File: config.mk
export PLATFORM = sky130hd
export DESIGN_NAME = frs_sequencer
export DESIGN_NICKNAME = d
export VERILOG_FILES = /design/src/logic/frs_pkg.sv /design/src/logic/frs_step_timer.sv /design/src/logic/frs_sequencer.sv
export SDC_FILE = /design/constraint.sdc
export NUM_CORES = 1
export LEC_CHECK = 0
export BUFFER_PORTS_ARGS = -buffer_cell sky130_fd_sc_hd__buf_2
export CAP_MARGIN = 20
export CORE_MARGIN = 2
export CORE_UTILIZATION = 63
export CTS_CLUSTER_SIZE = 10
export DETAILED_ROUTE_END_ITERATION = 7
export PLACE_DENSITY = 0.82
export SLEW_MARGIN = 20
export SYNTH_ARGS = -nofsm -noshare
export SYNTH_HDL_FRONTEND = slang
export SYNTH_SLANG_ARGS = --single-unit
File: constraint.sdc
create_clock -name clk_in -period 5.4 [get_ports clk_in]
set_input_delay 1.35 -clock clk_in [delete_from_list [all_inputs] [get_ports clk_in]]
set_output_delay 1.35 -clock clk_in [all_outputs]
set_load 0.005 [all_outputs]
File: src/logic/frs_pkg.sv
/*
 * constants for the ramp sequencer: register numbers, field positions,
 * reset values and state codes.
 * assumes the host delivers whole 32-bit control words, address in bits 4:0.
 */
package frs_pkg;
    // ------------------------------------------------------------
    // register numbers carried in the low bits of each control word
    // ------------------------------------------------------------
    localparam logic [4:0] REG_STATUS_SEL = 5'h03;
    localparam logic [4:0] REG_TEST_BUS   = 5'h04;
    localparam logic [4:0] REG_DIV_MAIN   = 5'h05;
    localparam logic [4:0] REG_FRAC_LSB   = 5'h06;
    localparam logic [4:0] REG_CLOCK_A    = 5'h07;
    localparam logic [4:0] REG_SHAPE      = 5'h0b;
    localparam logic [4:0] REG_CLOCK_B    = 5'h0d;
    localparam logic [4:0] REG_DEVIATION  = 5'h0e;
    localparam logic [4:0] REG_STEP_CNT   = 5'h0f;
    localparam logic [4:0] REG_DELAY      = 5'h10;
    // ------------------------------------------------------------
    // field positions (lsb of each field)
    // ------------------------------------------------------------
    localparam int ADDR_W       = 5;
    localparam int POS_INT      = 17;
    localparam int POS_FRAC_MSB = 5;
    localparam int POS_FRAC_LSB = 5;
    localparam int POS_RAMP_ON  = 29;
    localparam int POS_DIV_A    = 12;
    localparam int POS_DIV_B    = 7;
    localparam int POS_DIV_MODE = 19;
    localparam int POS_CLK_SEL  = 5;
    localparam int POS_HOP      = 5;
    localparam int POS_SHIFT    = 21;
    localparam int POS_SLOPE    = 25;
    localparam int POS_EXT_STEP = 30;
    localparam int POS_STEPS    = 5;
    localparam int POS_DELAY    = 5;
    localparam int POS_SHAPE    = 5;
    localparam int POS_PIN_SEL  = 12;
    localparam int POS_TBUS     = 5;
    // ------------------------------------------------------------
    // widths, codes and reset values
    // ------------------------------------------------------------
    localparam int FRAC_W = 25;
    localparam int INT_W  = 12;
    localparam int ACC_W  = INT_W + FRAC_W;
    localparam logic [1:0]  DIV_MODE_RAMP = 2'h3;
    localparam logic [3:0]  PIN_SEL_RAMP  = 4'hf;
    localparam logic [14:0] TBUS_DONE     = 15'h00c0;
    localparam logic [14:0] TBUS_DOWN     = 15'h0100;
    localparam logic [11:0] DIV_RESET     = 12'h001;
    typedef enum logic [2:0] {
        SHAPE_SINGLE_RAMP = 3'h0,
        SHAPE_SINGLE_TRI  = 3'h1,
        SHAPE_SINGLE_SAW  = 3'h2,
        SHAPE_CONT_SAW    = 3'h3,
        SHAPE_CONT_TRI    = 3'h4
    } frs_shape_t;
    typedef enum logic [1:0] {
        ST_IDLE  = 2'b00,
        ST_DELAY = 2'b01,
        ST_SLOPE = 2'b11,
        ST_DONE  = 2'b10
    } frs_state_t;
endpackage

File: src/logic/frs_step_timer.sv
/*
 * step timer: two cascaded dividers, one tick every div_a * div_b cycles.
 * assumes clk_in is the phase-comparison clock; restart_in holds it cleared.
 */
`timescale 1ns/100ps
module frs_step_timer #(
    parameter int W = 12
) (
    // clock and reset
    input  wire logic         clk_in,
    input  wire logic         rstn_in,
    // control
    input  wire logic         restart_in,
    input  wire logic [W-1:0] div_a_in,
    input  wire logic [W-1:0] div_b_in,
    // expiry
    output logic              tick_out
);
    import frs_pkg::*;
    typedef struct packed {
        logic [W-1:0] cnt_a;
        logic [W-1:0] cnt_b;
    } frs_tmr_t;
    frs_tmr_t r;
    frs_tmr_t next_r;
    logic     wrap_a;
    logic     wrap_b;

    // a zero divider behaves as one, so the period never collapses to zero
    assign wrap_a   = r.cnt_a + W'(1) >= div_a_in;
    assign wrap_b   = r.cnt_b + W'(1) >= div_b_in;
    assign tick_out = !restart_in && wrap_a && wrap_b;

    // ------------------------------------------------------------
    // divider counters
    // ------------------------------------------------------------
    always_comb begin
        next_r = r;
        if (restart_in) begin
            next_r = '0;
        end else if (wrap_a) begin
            next_r.cnt_a = '0;
            next_r.cnt_b = wrap_b ? '0 : r.cnt_b + W'(1);
        end else begin
            next_r.cnt_a = r.cnt_a + W'(1);
        end
    end

    always_ff @(posedge clk_in or negedge rstn_in) begin
        if (!rstn_in) begin
            r <= '0;
        end else begin
            r <= next_r;
        end
    end
endmodule

File: src/logic/frs_sequencer.sv
/*
 * ramp sequencer: holds the ramp control words and steps the divide word
 * through up to four delay and slope sections.
 * assumes a serial front end delivers each 32-bit control word with a
 * one-cycle strobe, and clk_in is the phase-comparison clock.
 */
`timescale 1ns/100ps
module frs_sequencer #(
    parameter int DIV_W   = 12,
    parameter int HOP_W   = 16,
    parameter int STEP_W  = 20,
    parameter int DELAY_W = 12
) (
    // clock and reset
    input  wire logic                        clk_in,
    input  wire logic                        rstn_in,
    // control words from the serial front end
    input  wire logic                        word_strobe_in,
    input  wire logic [31:0]                 word_in,
    // external step pin
    input  wire logic                        ext_step_pin_in,
    // divide word to the synthesizer
    output logic [frs_pkg::INT_W-1:0]        div_int_out,
    output logic [frs_pkg::FRAC_W-1:0]       div_frac_out,
    // status
    output logic                             shared_status_pin_out,
    output logic                             ramp_busy_out,
    output logic [1:0]                       section_out
);
    import frs_pkg::*;

    // ------------------------------------------------------------
    // state
    // ------------------------------------------------------------
    typedef struct packed {
        logic [INT_W-1:0]                int_word;
        logic [11:0]                     frac_msb;
        logic [12:0]                     frac_lsb;
        logic                            ramp_on;
        logic [DIV_W-1:0]                div_a;
        logic [1:0]                      div_mode;
        logic [3:0][DIV_W-1:0]           div_b;
        logic [3:0][HOP_W-1:0]           hop;
        logic [3:0][3:0]                 shift;
        logic                            ext_step;
        logic [3:0][STEP_W-1:0]          steps;
        logic [3:0][DELAY_W-1:0]         delay;
        logic [2:0]                      shape;
        logic [3:0]                      pin_sel;
        logic [14:0]                     tbus;
        frs_state_t                      st;
        logic [1:0]                      sec;
        logic [ACC_W-1:0]                acc;
        logic [STEP_W-1:0]               steps_left;
        logic [DELAY_W-1:0]              delay_left;
        logic                            ext_prev;
        logic                            complete;
        logic                            status;
    } frs_seq_t;
    frs_seq_t r;
    frs_seq_t next_r;

    logic [ACC_W-1:0] start_word;
    logic [ACC_W-1:0] hop_scaled;
    logic             ramp_run;
    logic             timer_tick;
    logic             step_ev;
    logic             sel_done;
    logic             sel_down;
    logic [1:0]       wsel;
    logic [4:0]       waddr;

    // ------------------------------------------------------------
    // derived terms
    // ------------------------------------------------------------
    assign start_word = {r.int_word, r.frac_msb, r.frac_lsb};
    // sign extend then shift; a 16-bit word shifted by 15 still fits
    assign hop_scaled = ACC_W'($signed({{(ACC_W-HOP_W){r.hop[r.sec][HOP_W-1]}}, r.hop[r.sec]})
                        <<< r.shift[r.sec]);
    assign ramp_run   = r.ramp_on && r.div_mode == DIV_MODE_RAMP;
    // the pin is taken as synchronous, so a plain edge detector suffices
    assign step_ev    = r.ext_step ? (ext_step_pin_in && !r.ext_prev) : timer_tick;
    assign sel_done   = r.pin_sel == PIN_SEL_RAMP && r.tbus == TBUS_DONE;
    assign sel_down   = r.pin_sel == PIN_SEL_RAMP && r.tbus == TBUS_DOWN;
    assign wsel       = word_in[POS_SLOPE +: 2];
    assign waddr      = word_in[ADDR_W-1:0];

    // divider a is shared, divider b follows the current slope
    frs_step_timer #(
        .W (DIV_W)
    ) u_timer (
        .clk_in     (clk_in),
        .rstn_in    (rstn_in),
        .restart_in (!ramp_run || r.st == ST_IDLE || r.st == ST_DONE),
        .div_a_in   (r.div_a),
        .div_b_in   (r.div_b[r.sec]),
        .tick_out   (timer_tick)
    );

    // ------------------------------------------------------------
    // next state
    // ------------------------------------------------------------
    always_comb begin
        logic end_sec;
        end_sec = 1'b0;
        next_r = r;
        next_r.ext_prev = ext_step_pin_in;
        next_r.complete = 1'b0;
        // control word decode; writes land mid-ramp without restarting it
        if (word_strobe_in) begin
            unique case (waddr)
                REG_STATUS_SEL: next_r.pin_sel = word_in[POS_PIN_SEL +: 4];
                REG_TEST_BUS:   next_r.tbus = word_in[POS_TBUS +: 15];
                REG_DIV_MAIN: begin
                    next_r.int_word = word_in[POS_INT +: INT_W];
                    next_r.frac_msb = word_in[POS_FRAC_MSB +: 12];
                    next_r.ramp_on  = word_in[POS_RAMP_ON];
                end
                REG_FRAC_LSB:   next_r.frac_lsb = word_in[POS_FRAC_LSB +: 13];
                REG_CLOCK_A:    next_r.div_a = word_in[POS_DIV_A +: DIV_W];
                REG_SHAPE:      next_r.shape = word_in[POS_SHAPE +: 3];
                REG_CLOCK_B: begin
                    next_r.div_mode = word_in[POS_DIV_MODE +: 2];
                    next_r.div_b[word_in[POS_CLK_SEL +: 2]] = word_in[POS_DIV_B +: DIV_W];
                end
                REG_DEVIATION: begin
                    next_r.hop[wsel]   = word_in[POS_HOP +: HOP_W];
                    next_r.shift[wsel] = word_in[POS_SHIFT +: 4];
                    next_r.ext_step    = word_in[POS_EXT_STEP];
                end
                REG_STEP_CNT:   next_r.steps[wsel] = word_in[POS_STEPS +: STEP_W];
                REG_DELAY:      next_r.delay[wsel] = word_in[POS_DELAY +: DELAY_W];
                default: ;
            endcase
        end
        // sequencing
        if (!ramp_run) begin
            next_r.st  = ST_IDLE;
            next_r.sec = 2'h0;
            next_r.acc = start_word;
        end else begin
            unique case (r.st)
                ST_IDLE: begin
                    next_r.acc        = start_word;
                    next_r.sec        = 2'h0;
                    next_r.delay_left = r.delay[0];
                    next_r.st         = ST_DELAY;
                end
                ST_DELAY: begin
                    if (r.delay_left == '0) begin
                        next_r.steps_left = r.steps[r.sec];
                        next_r.st         = ST_SLOPE;
                    end else if (step_ev) begin
                        next_r.delay_left = r.delay_left - DELAY_W'(1);
                    end
                end
                ST_SLOPE: begin
                    // the section ends once the count is spent, one cycle after the last hop,
                    // so a sawtooth return cannot swallow the final step
                    if (r.steps_left == '0) begin
                        end_sec = 1'b1;
                    end else if (step_ev) begin
                        next_r.acc        = r.acc + hop_scaled;
                        next_r.steps_left = r.steps_left - STEP_W'(1);
                    end
                end
                ST_DONE: ;
            endcase
            if (end_sec) begin
                if (r.sec == 2'h3 || r.shape == SHAPE_SINGLE_RAMP) begin
                    next_r.complete = 1'b1;
                    next_r.sec      = 2'h0;
                    unique case (r.shape)
                        SHAPE_CONT_SAW: begin
                            next_r.acc        = start_word;
                            next_r.delay_left = r.delay[0];
                            next_r.st         = ST_DELAY;
                        end
                        SHAPE_CONT_TRI: begin
                            next_r.delay_left = r.delay[0];
                            next_r.st         = ST_DELAY;
                        end
                        SHAPE_SINGLE_SAW: begin
                            next_r.acc = start_word;
                            next_r.st  = ST_DONE;
                        end
                        default: next_r.st = ST_DONE;
                    endcase
                end else begin
                    next_r.sec        = r.sec + 2'h1;
                    next_r.delay_left = r.delay[r.sec + 2'h1];
                    next_r.st         = ST_DELAY;
                end
            end
        end
        // status pin lags the event by one cycle
        next_r.status = (sel_done && r.complete) ||
                        (sel_down && r.st == ST_SLOPE && r.hop[r.sec][HOP_W-1]);
    end

    // ------------------------------------------------------------
    // registers
    // ------------------------------------------------------------
    always_ff @(posedge clk_in or negedge rstn_in) begin
        if (!rstn_in) begin
            r       <= '0;
            r.div_a <= DIV_RESET;
            r.div_b <= {4{DIV_RESET}};
        end else begin
            r <= next_r;
        end
    end

    // outputs come straight from flip-flops, except ramp_busy_out, which is decoded from the state
    assign div_int_out           = r.acc[ACC_W-1 -: INT_W];
    assign div_frac_out          = r.acc[FRAC_W-1:0];
    assign shared_status_pin_out = r.status;
    assign ramp_busy_out         = r.st == ST_DELAY || r.st == ST_SLOPE;
    assign section_out           = r.sec;
endmodule

==> flow_summary.json, run 1 <==
{
  "grt_pass1_vias": 16990,
  "grt_overflow_total": 0,
  "grt_max_degree": 109,
  "io_buffer_count": 75,
  "startpoint": "section_out[0]",
  "drcViolationCount": 0,
  "design_area_um2": 25320,
  "nNetsFinal": 2143,
  "r2r_cells": 16,
  "crit_path_end_kind": "flop",
  "std_cell_rows": 70,
  "rrSetupSlack_ns": 0.39,
  "yosys.area.top_type": "dfrtp_1",
  "placed_cells": 2450,
  "routed_via_density": 6.606,
  "synthCells": 2043,
  "grt_setup_unrepaired": "no",
  "place_congestion": 0.9452,
  "holdCritStartpoint": "r[393]",
  "worstSetupPathType": "flop to flop",
  "routedWlPerCell_um": 23.76,
  "async_reset_ff_share_pct": 100.0,
  "power.density_nw_per_um2": 333.8,
  "status": "finished, final reports clean",
  "hold_ws_ns": 0.4845,
  "setup_viol": 0,
  "hold_violations": 0,
  "p_leak_uw": 0.01152,
  "insertion_delay_ns": 0.57,
  "crit_fanout": 22,
  "crit_required_ns": 5.84,
  "die_h_um": 196.8,
  "cts-root-buf": "clkbuf_16",
  "wl_mm": 59.96,
  "hold_path.class": "flop to flop",
  "finalPower_uw": 8450,
  "antenna_found_initial": 1,
  "grt_pass1_wl_mm": 94.52,
  "regToRegEndpoint": "div_frac_out[0]",
  "final_common_cell": "dfrtp_1",
  "cts_tree": "built",
  "r2r-start": "section_out[0]",
  "drt_first_pass_iters": 6,
  "worst_ep_arrival_time_ns": 5.45,
  "vias": 16670,
  "hold_end": "div_frac_out[23]",
  "syn_nets": 2152,
  "die_area_um2": 38730,
  "min_path_cells": 2,
  "cts.reportedPaths.clkPinSlew_ns": 0.05,
  "multi_input_area_um2": 11570,
  "ant_nets": 0,
  "initial_utilization_pct": 63.97,
  "seq_area_um2": 10800,
  "period_share_pct": 92.72,
  "cts_hold_buf": 0,
  "synth_top_area_share_pct": 45.52,
  "synthesis.area_um2": 23420,
  "grt_use_total_pct": 31.52,
  "postCtsSetupRepairBufs": 0,
  "min_period_ns": 5.007,
  "die_w_um": 196.8,
  "drv_cap": 0,
  "ys_ff_latch": 431,
  "post_cts_resized": 0,
  "final_layout_size_suffix_gt1_share_pct": 28.87,
  "finClkSkew_ns": 0.01951,
  "cts_buffers": 50,
  "design.core.area_um2": 36610,
  "ir_worst_vdd_v": 0.0003419,
  "avgSynthCellArea_um2": 11.46,
  "tns_ns": 0,
  "drv_slew": 0,
  "placed_area_um2": 23890,
  "synth_seq_area_share_pct": 46.08,
  "htree_levels": 2,
  "drtIter0Drc": 1407,
  "synth_edf_count": 0,
  "pin_count": 77,
  "dpl.hpwl_mm": 39.80,
  "yosysWarnings": 0,
  "fmax_ghz": 0.1997,
  "yosys-top-cells-area": "dfrtp_1 (46%), mux2_2 (16%), mux4_2 (6.2%)",
  "fill_cells": 2543,
  "cts_sinks": 431,
  "ys.flop_type": "dfrtp_1",
  "worstMarginPinSlew_ns": 1.164,
  "maxSlewHeadroom_pct": 22.05,
  "syn2layout_area_growth_pct": 8.105,
  "mostFrequentLayoutCells": "dfrtp_1 (424), mux2_2 (324), o21ai_0 (124)",
  "clock_path_buffers": 3,
  "fin_cells": 2523,
  "yosysUniqueCellTypes": 75,
  "cp-start-kind": "flop"
}
per-stage QoR:
stage	worst slack [ns]	util, %
final	0.3930	69.15
after global routing	0.1319	69.15
after CTS	0.4115	69.11
after detailed placement	0.4727	65.25
after global placement	0.5518	65.25
after floorplan	1.044	-
layer usage:
metal / GRT usage [%] / vias up / routed length, um
met1: 42.34 / 8487 / 24500
li1: - / 7368 / -
met4: 13.62 / 0 / 2528
met2: 51.62 / 654 / 28800
met5: 0 / - / 0
met3: 4.689 / 159 / 4134
critical path: stages (launching register included):
cell and delay, ns:
dfrtp_4 0.45, buf_4 0.29, buf_4 0.47, mux4_2 0.56, inv_1 0.12, ha_1 0.20, o21ai_0 0.09, o21ai_0 0.26
o2111ai_1 0.26, a31oi_1 0.47, nand3_1 0.33, buf_4 0.28, nor2_1 0.38, a21oi_2 0.04, buf_4 0.25, a222oi_1 0.32
inv_1 0.08
layout make-up:
class	instances	area share [%]
inverter	69	1.023
clock inverter	6	0.2916
sequential	431	42.65
timing repair buffer	110	2.708
tap	468	2.313
multi-input combinational	1372	45.71
clock buffer	66	5.303
antenna	1	0.009884
worst max path at each step:
| stage | end | cells after the start |
|---|---|---|
| finish | div_frac_out[0] | 16 |
| global route | div_int_out[10] | 15 |
| CTS | div_frac_out[0] | 16 |
| detailed placement | div_int_out[11] | 16 |
| global placement | div_int_out[11] | 16 |
| floorplan | div_int_out[10] | 18 |
power by group:
| group | internal, uW | switching (uW) |
|---|---|---|
| clock network | 1770 | 1280 |
| registers | 3600 | 290 |
| logic | 686 | 829 |
Yosys cell counts (26+ instances only):
master	n
inv_1	68
nand2_1	106
buf_2	26
mux2i_1	46
clkbuf_1	80
xnor2_1	42
mux4_2	64
o21ai_0	124
nor2_1	112
a22oi_1	35
nand3_1	46
mux2_2	324
a21oi_1	96
ha_1	72
dfrtp_1	426
buf_4	41
registers in the layout, indices dropped and copies added (netlist names):
register and cells:
shared_status_pin_out 1, r 367, u_timer.r 24, section_out 2, div_int_out 12, div_frac_out 25
kinds of logic after synthesis:
logic type | count (synthesis) | share of synthesized area, %
XOR/XNOR | 60 | 2.244
AO/OA/AOI/OAI | 389 | 10.48
adder cells (fa/ha/maj) | 73 | 3.932
AND/OR/NAND/NOR | 416 | 8.890
multiplexers | 434 | 23.70
buffers and inverters | 240 | 4.675
flip-flops | 431 | 46.08
Power figures use the tool's default switching activity.
==> inputs of run 2 (changes only) <==
- CORE_UTILIZATION: 63 -> 35
- PLACE_DENSITY: 0.82 -> 0.51
==> flow_summary.json, run 2 (same netlist as run 1, synthesis figures left out) <==
{
  "status": "finished, final reports clean",
  "insertion_delay_ns": 0.61,
  "vias": 16190,
  "cts_buffers": 52,
  "nNetsFinal": 2164,
  "grt_use_total_pct": 19.01,
  "crit_fanout": 13,
  "period_share_pct": 91.86,
  "fmax_ghz": 0.2016,
  "crit_required_ns": 5.82,
  "dpl.hpwl_mm": 43.92,
  "ant_nets": 0,
  "drtIter0Drc": 1012,
  "worstSetupPathType": "flop to flop",
  "wl_mm": 65.94,
  "path_buf_inv": 1,
  "setup_viol": 0,
  "p_leak_uw": 0.01167,
  "cts.reportedPaths.clkPinSlew_ns": 0.06,
  "ir_worst_vdd_v": 0.0002328,
  "grt_overflow_total": 0,
  "hold_path.class": "flop to flop",
  "final_layout_size_suffix_gt1_share_pct": 29.70,
  "worstMarginPinSlew_ns": 1.049,
  "crit_path_end_kind": "flop",
  "slowest_stage": "mux4_1",
  "post_cts_resized": 0,
  "grt_max_degree": 106,
  "cts_sinks": 431,
  "drcViolationCount": 0,
  "min_period_ns": 4.960,
  "regMostFlops": "r",
  "cts_hold_buf": 0,
  "die_area_um2": 69000,
  "finClkSkew_ns": 0.02633,
  "die_h_um": 262.7,
  "cts_tree": "built",
  "clock_path_buffers": 3,
  "finalPower_uw": 8642,
  "place_congestion": 0.8657,
  "routed_via_density": 5.487,
  "drv_slew": 0,
  "grt_pass1_wl_mm": 101.9,
  "grt_setup_unrepaired": "no",
  "io_buffer_count": 75,
  "std_cell_rows": 94,
  "fin_cells": 2951,
  "power.density_nw_per_um2": 331.3,
  "htree_levels": 2,
  "initial_utilization_pct": 35.49,
  "worstPathCellList": "mux4_1 -> mux2i_1 -> mux2i_1 -> mux2i_1 -> mux2i_1 -> ha_1 -> nand4_1 -> nor3_1 -> nand4_1 -> o221ai_1 -> o221ai_1 -> buf_4 -> o21ai_0 -> xnor2_1 -> a41oi_1",
  "drt_first_pass_iters": 5,
  "cp-start-kind": "flop",
  "grt_pass1_vias": 16590,
  "syn2layout_area_growth_pct": 11.38,
  "cts-root-buf": "clkbuf_16",
  "cpMostUsedCell": "mux2i_1",
  "largest_register_ffs": 367,
  "max_stage_delay_ns": 0.86,
  "antenna_found_initial": 4,
  "pin_count": 77,
  "drv_cap": 0,
  "tns_ns": 0,
  "routedWlPerCell_um": 22.34,
  "maxSlewHeadroom_pct": 29.84,
  "mostFrequentLayoutCells": "dfrtp_1 (424), mux2_2 (324), o21ai_0 (124)",
  "final_common_cell": "dfrtp_1",
  "placed_cells": 2856,
  "hold_violations": 0,
  "cp_top_family": "multiplexers",
  "design.core.area_um2": 65980,
  "worst_ep_arrival_time_ns": 5.38,
  "die_w_um": 262.7
}
[run 2: changes by cell type in the layout (fill, tap and decap cells not counted), moves of 2 or more]
cell	before	now
diode_2	1	3
clkbuf_8	1	4
nor2_2	4	6
buf_4	32	50
clkbuf_1	14	19
[run 2: timing repair]
action	in CTS	in global routing
setup buffers	0	8
endpoints found under the setup margin	0	5
hold endpoints to repair	0	0
[run 2: final timing paths]
| check | start | end | slack (ns) | cells past startpoint |
|---|---|---|---|---|
| worst max-delay path | section_out[0] | div_int_out[4] | 0.44 | 15 |
| worst min-delay path | r[370] | div_frac_out[0] | 0.49 | 2 |
| worst max register to register | section_out[0] | div_int_out[4] | 0.44 | 15 |
| worst min register to register | r[370] | div_frac_out[0] | 0.49 | 2 |
| max in group asynchronous | rstn_in | r[174] | 3.49 | 2 |
| min in group asynchronous | rstn_in | r[114] | 0.82 | 1 |
[run 2: area by class of cell]
type / instances / area, um2
well taps: 864 / 1081
multi-input cells: 1373 / 11590
clock inverters: 8 / 97.59
fillers: 6293 / 39900
clock buffers: 75 / 1428
diodes: 3 / 7.507
inverters: 69 / 259.0
repair buffers: 128 / 820.8
flip-flops and latches: 431 / 10800
[run 2: through the flow]
step	area (um2)	worst slack [ns]	util (%)	hold WS (ns)
6_report	26080	0.4397	39.53	0.4917
3_3_place_gp	24460	0.1837	37.08	0.4663
4_1_cts	25990	0.1635	39.39	0.4958
2_1_floorplan	23420	1.044	-	0.4444
3_5_place_dp	24460	0.2294	37.08	0.4733
5_1_grt	26080	0.01755	39.52	0.5059
[run 2: metal layers]
metal	global-route usage (%)	vias to the layer above	share of wire (%)	routed length, um
met5	0	-	0	0
met4	5.281	0	2.2	1482
met2	31.41	324	47	31250
li1	-	7431	-	-
met1	26.32	8356	47	30760
met3	2.314	82	3.7	2441
[run 2: tightest hold or removal path: cells and delay by family, from the launching register on]
family / cells / cell delay (ns)
buffers and inverters: 1 / 0.05
AOI/OAI and AO/OA: 1 / 0.06
DFF: 1 / 0.34
[run 2: power breakdown]
part / switching [uW] / internal, uW
logic: 828 / 693
registers: 287 / 3600
clock network: 1370 / 1860
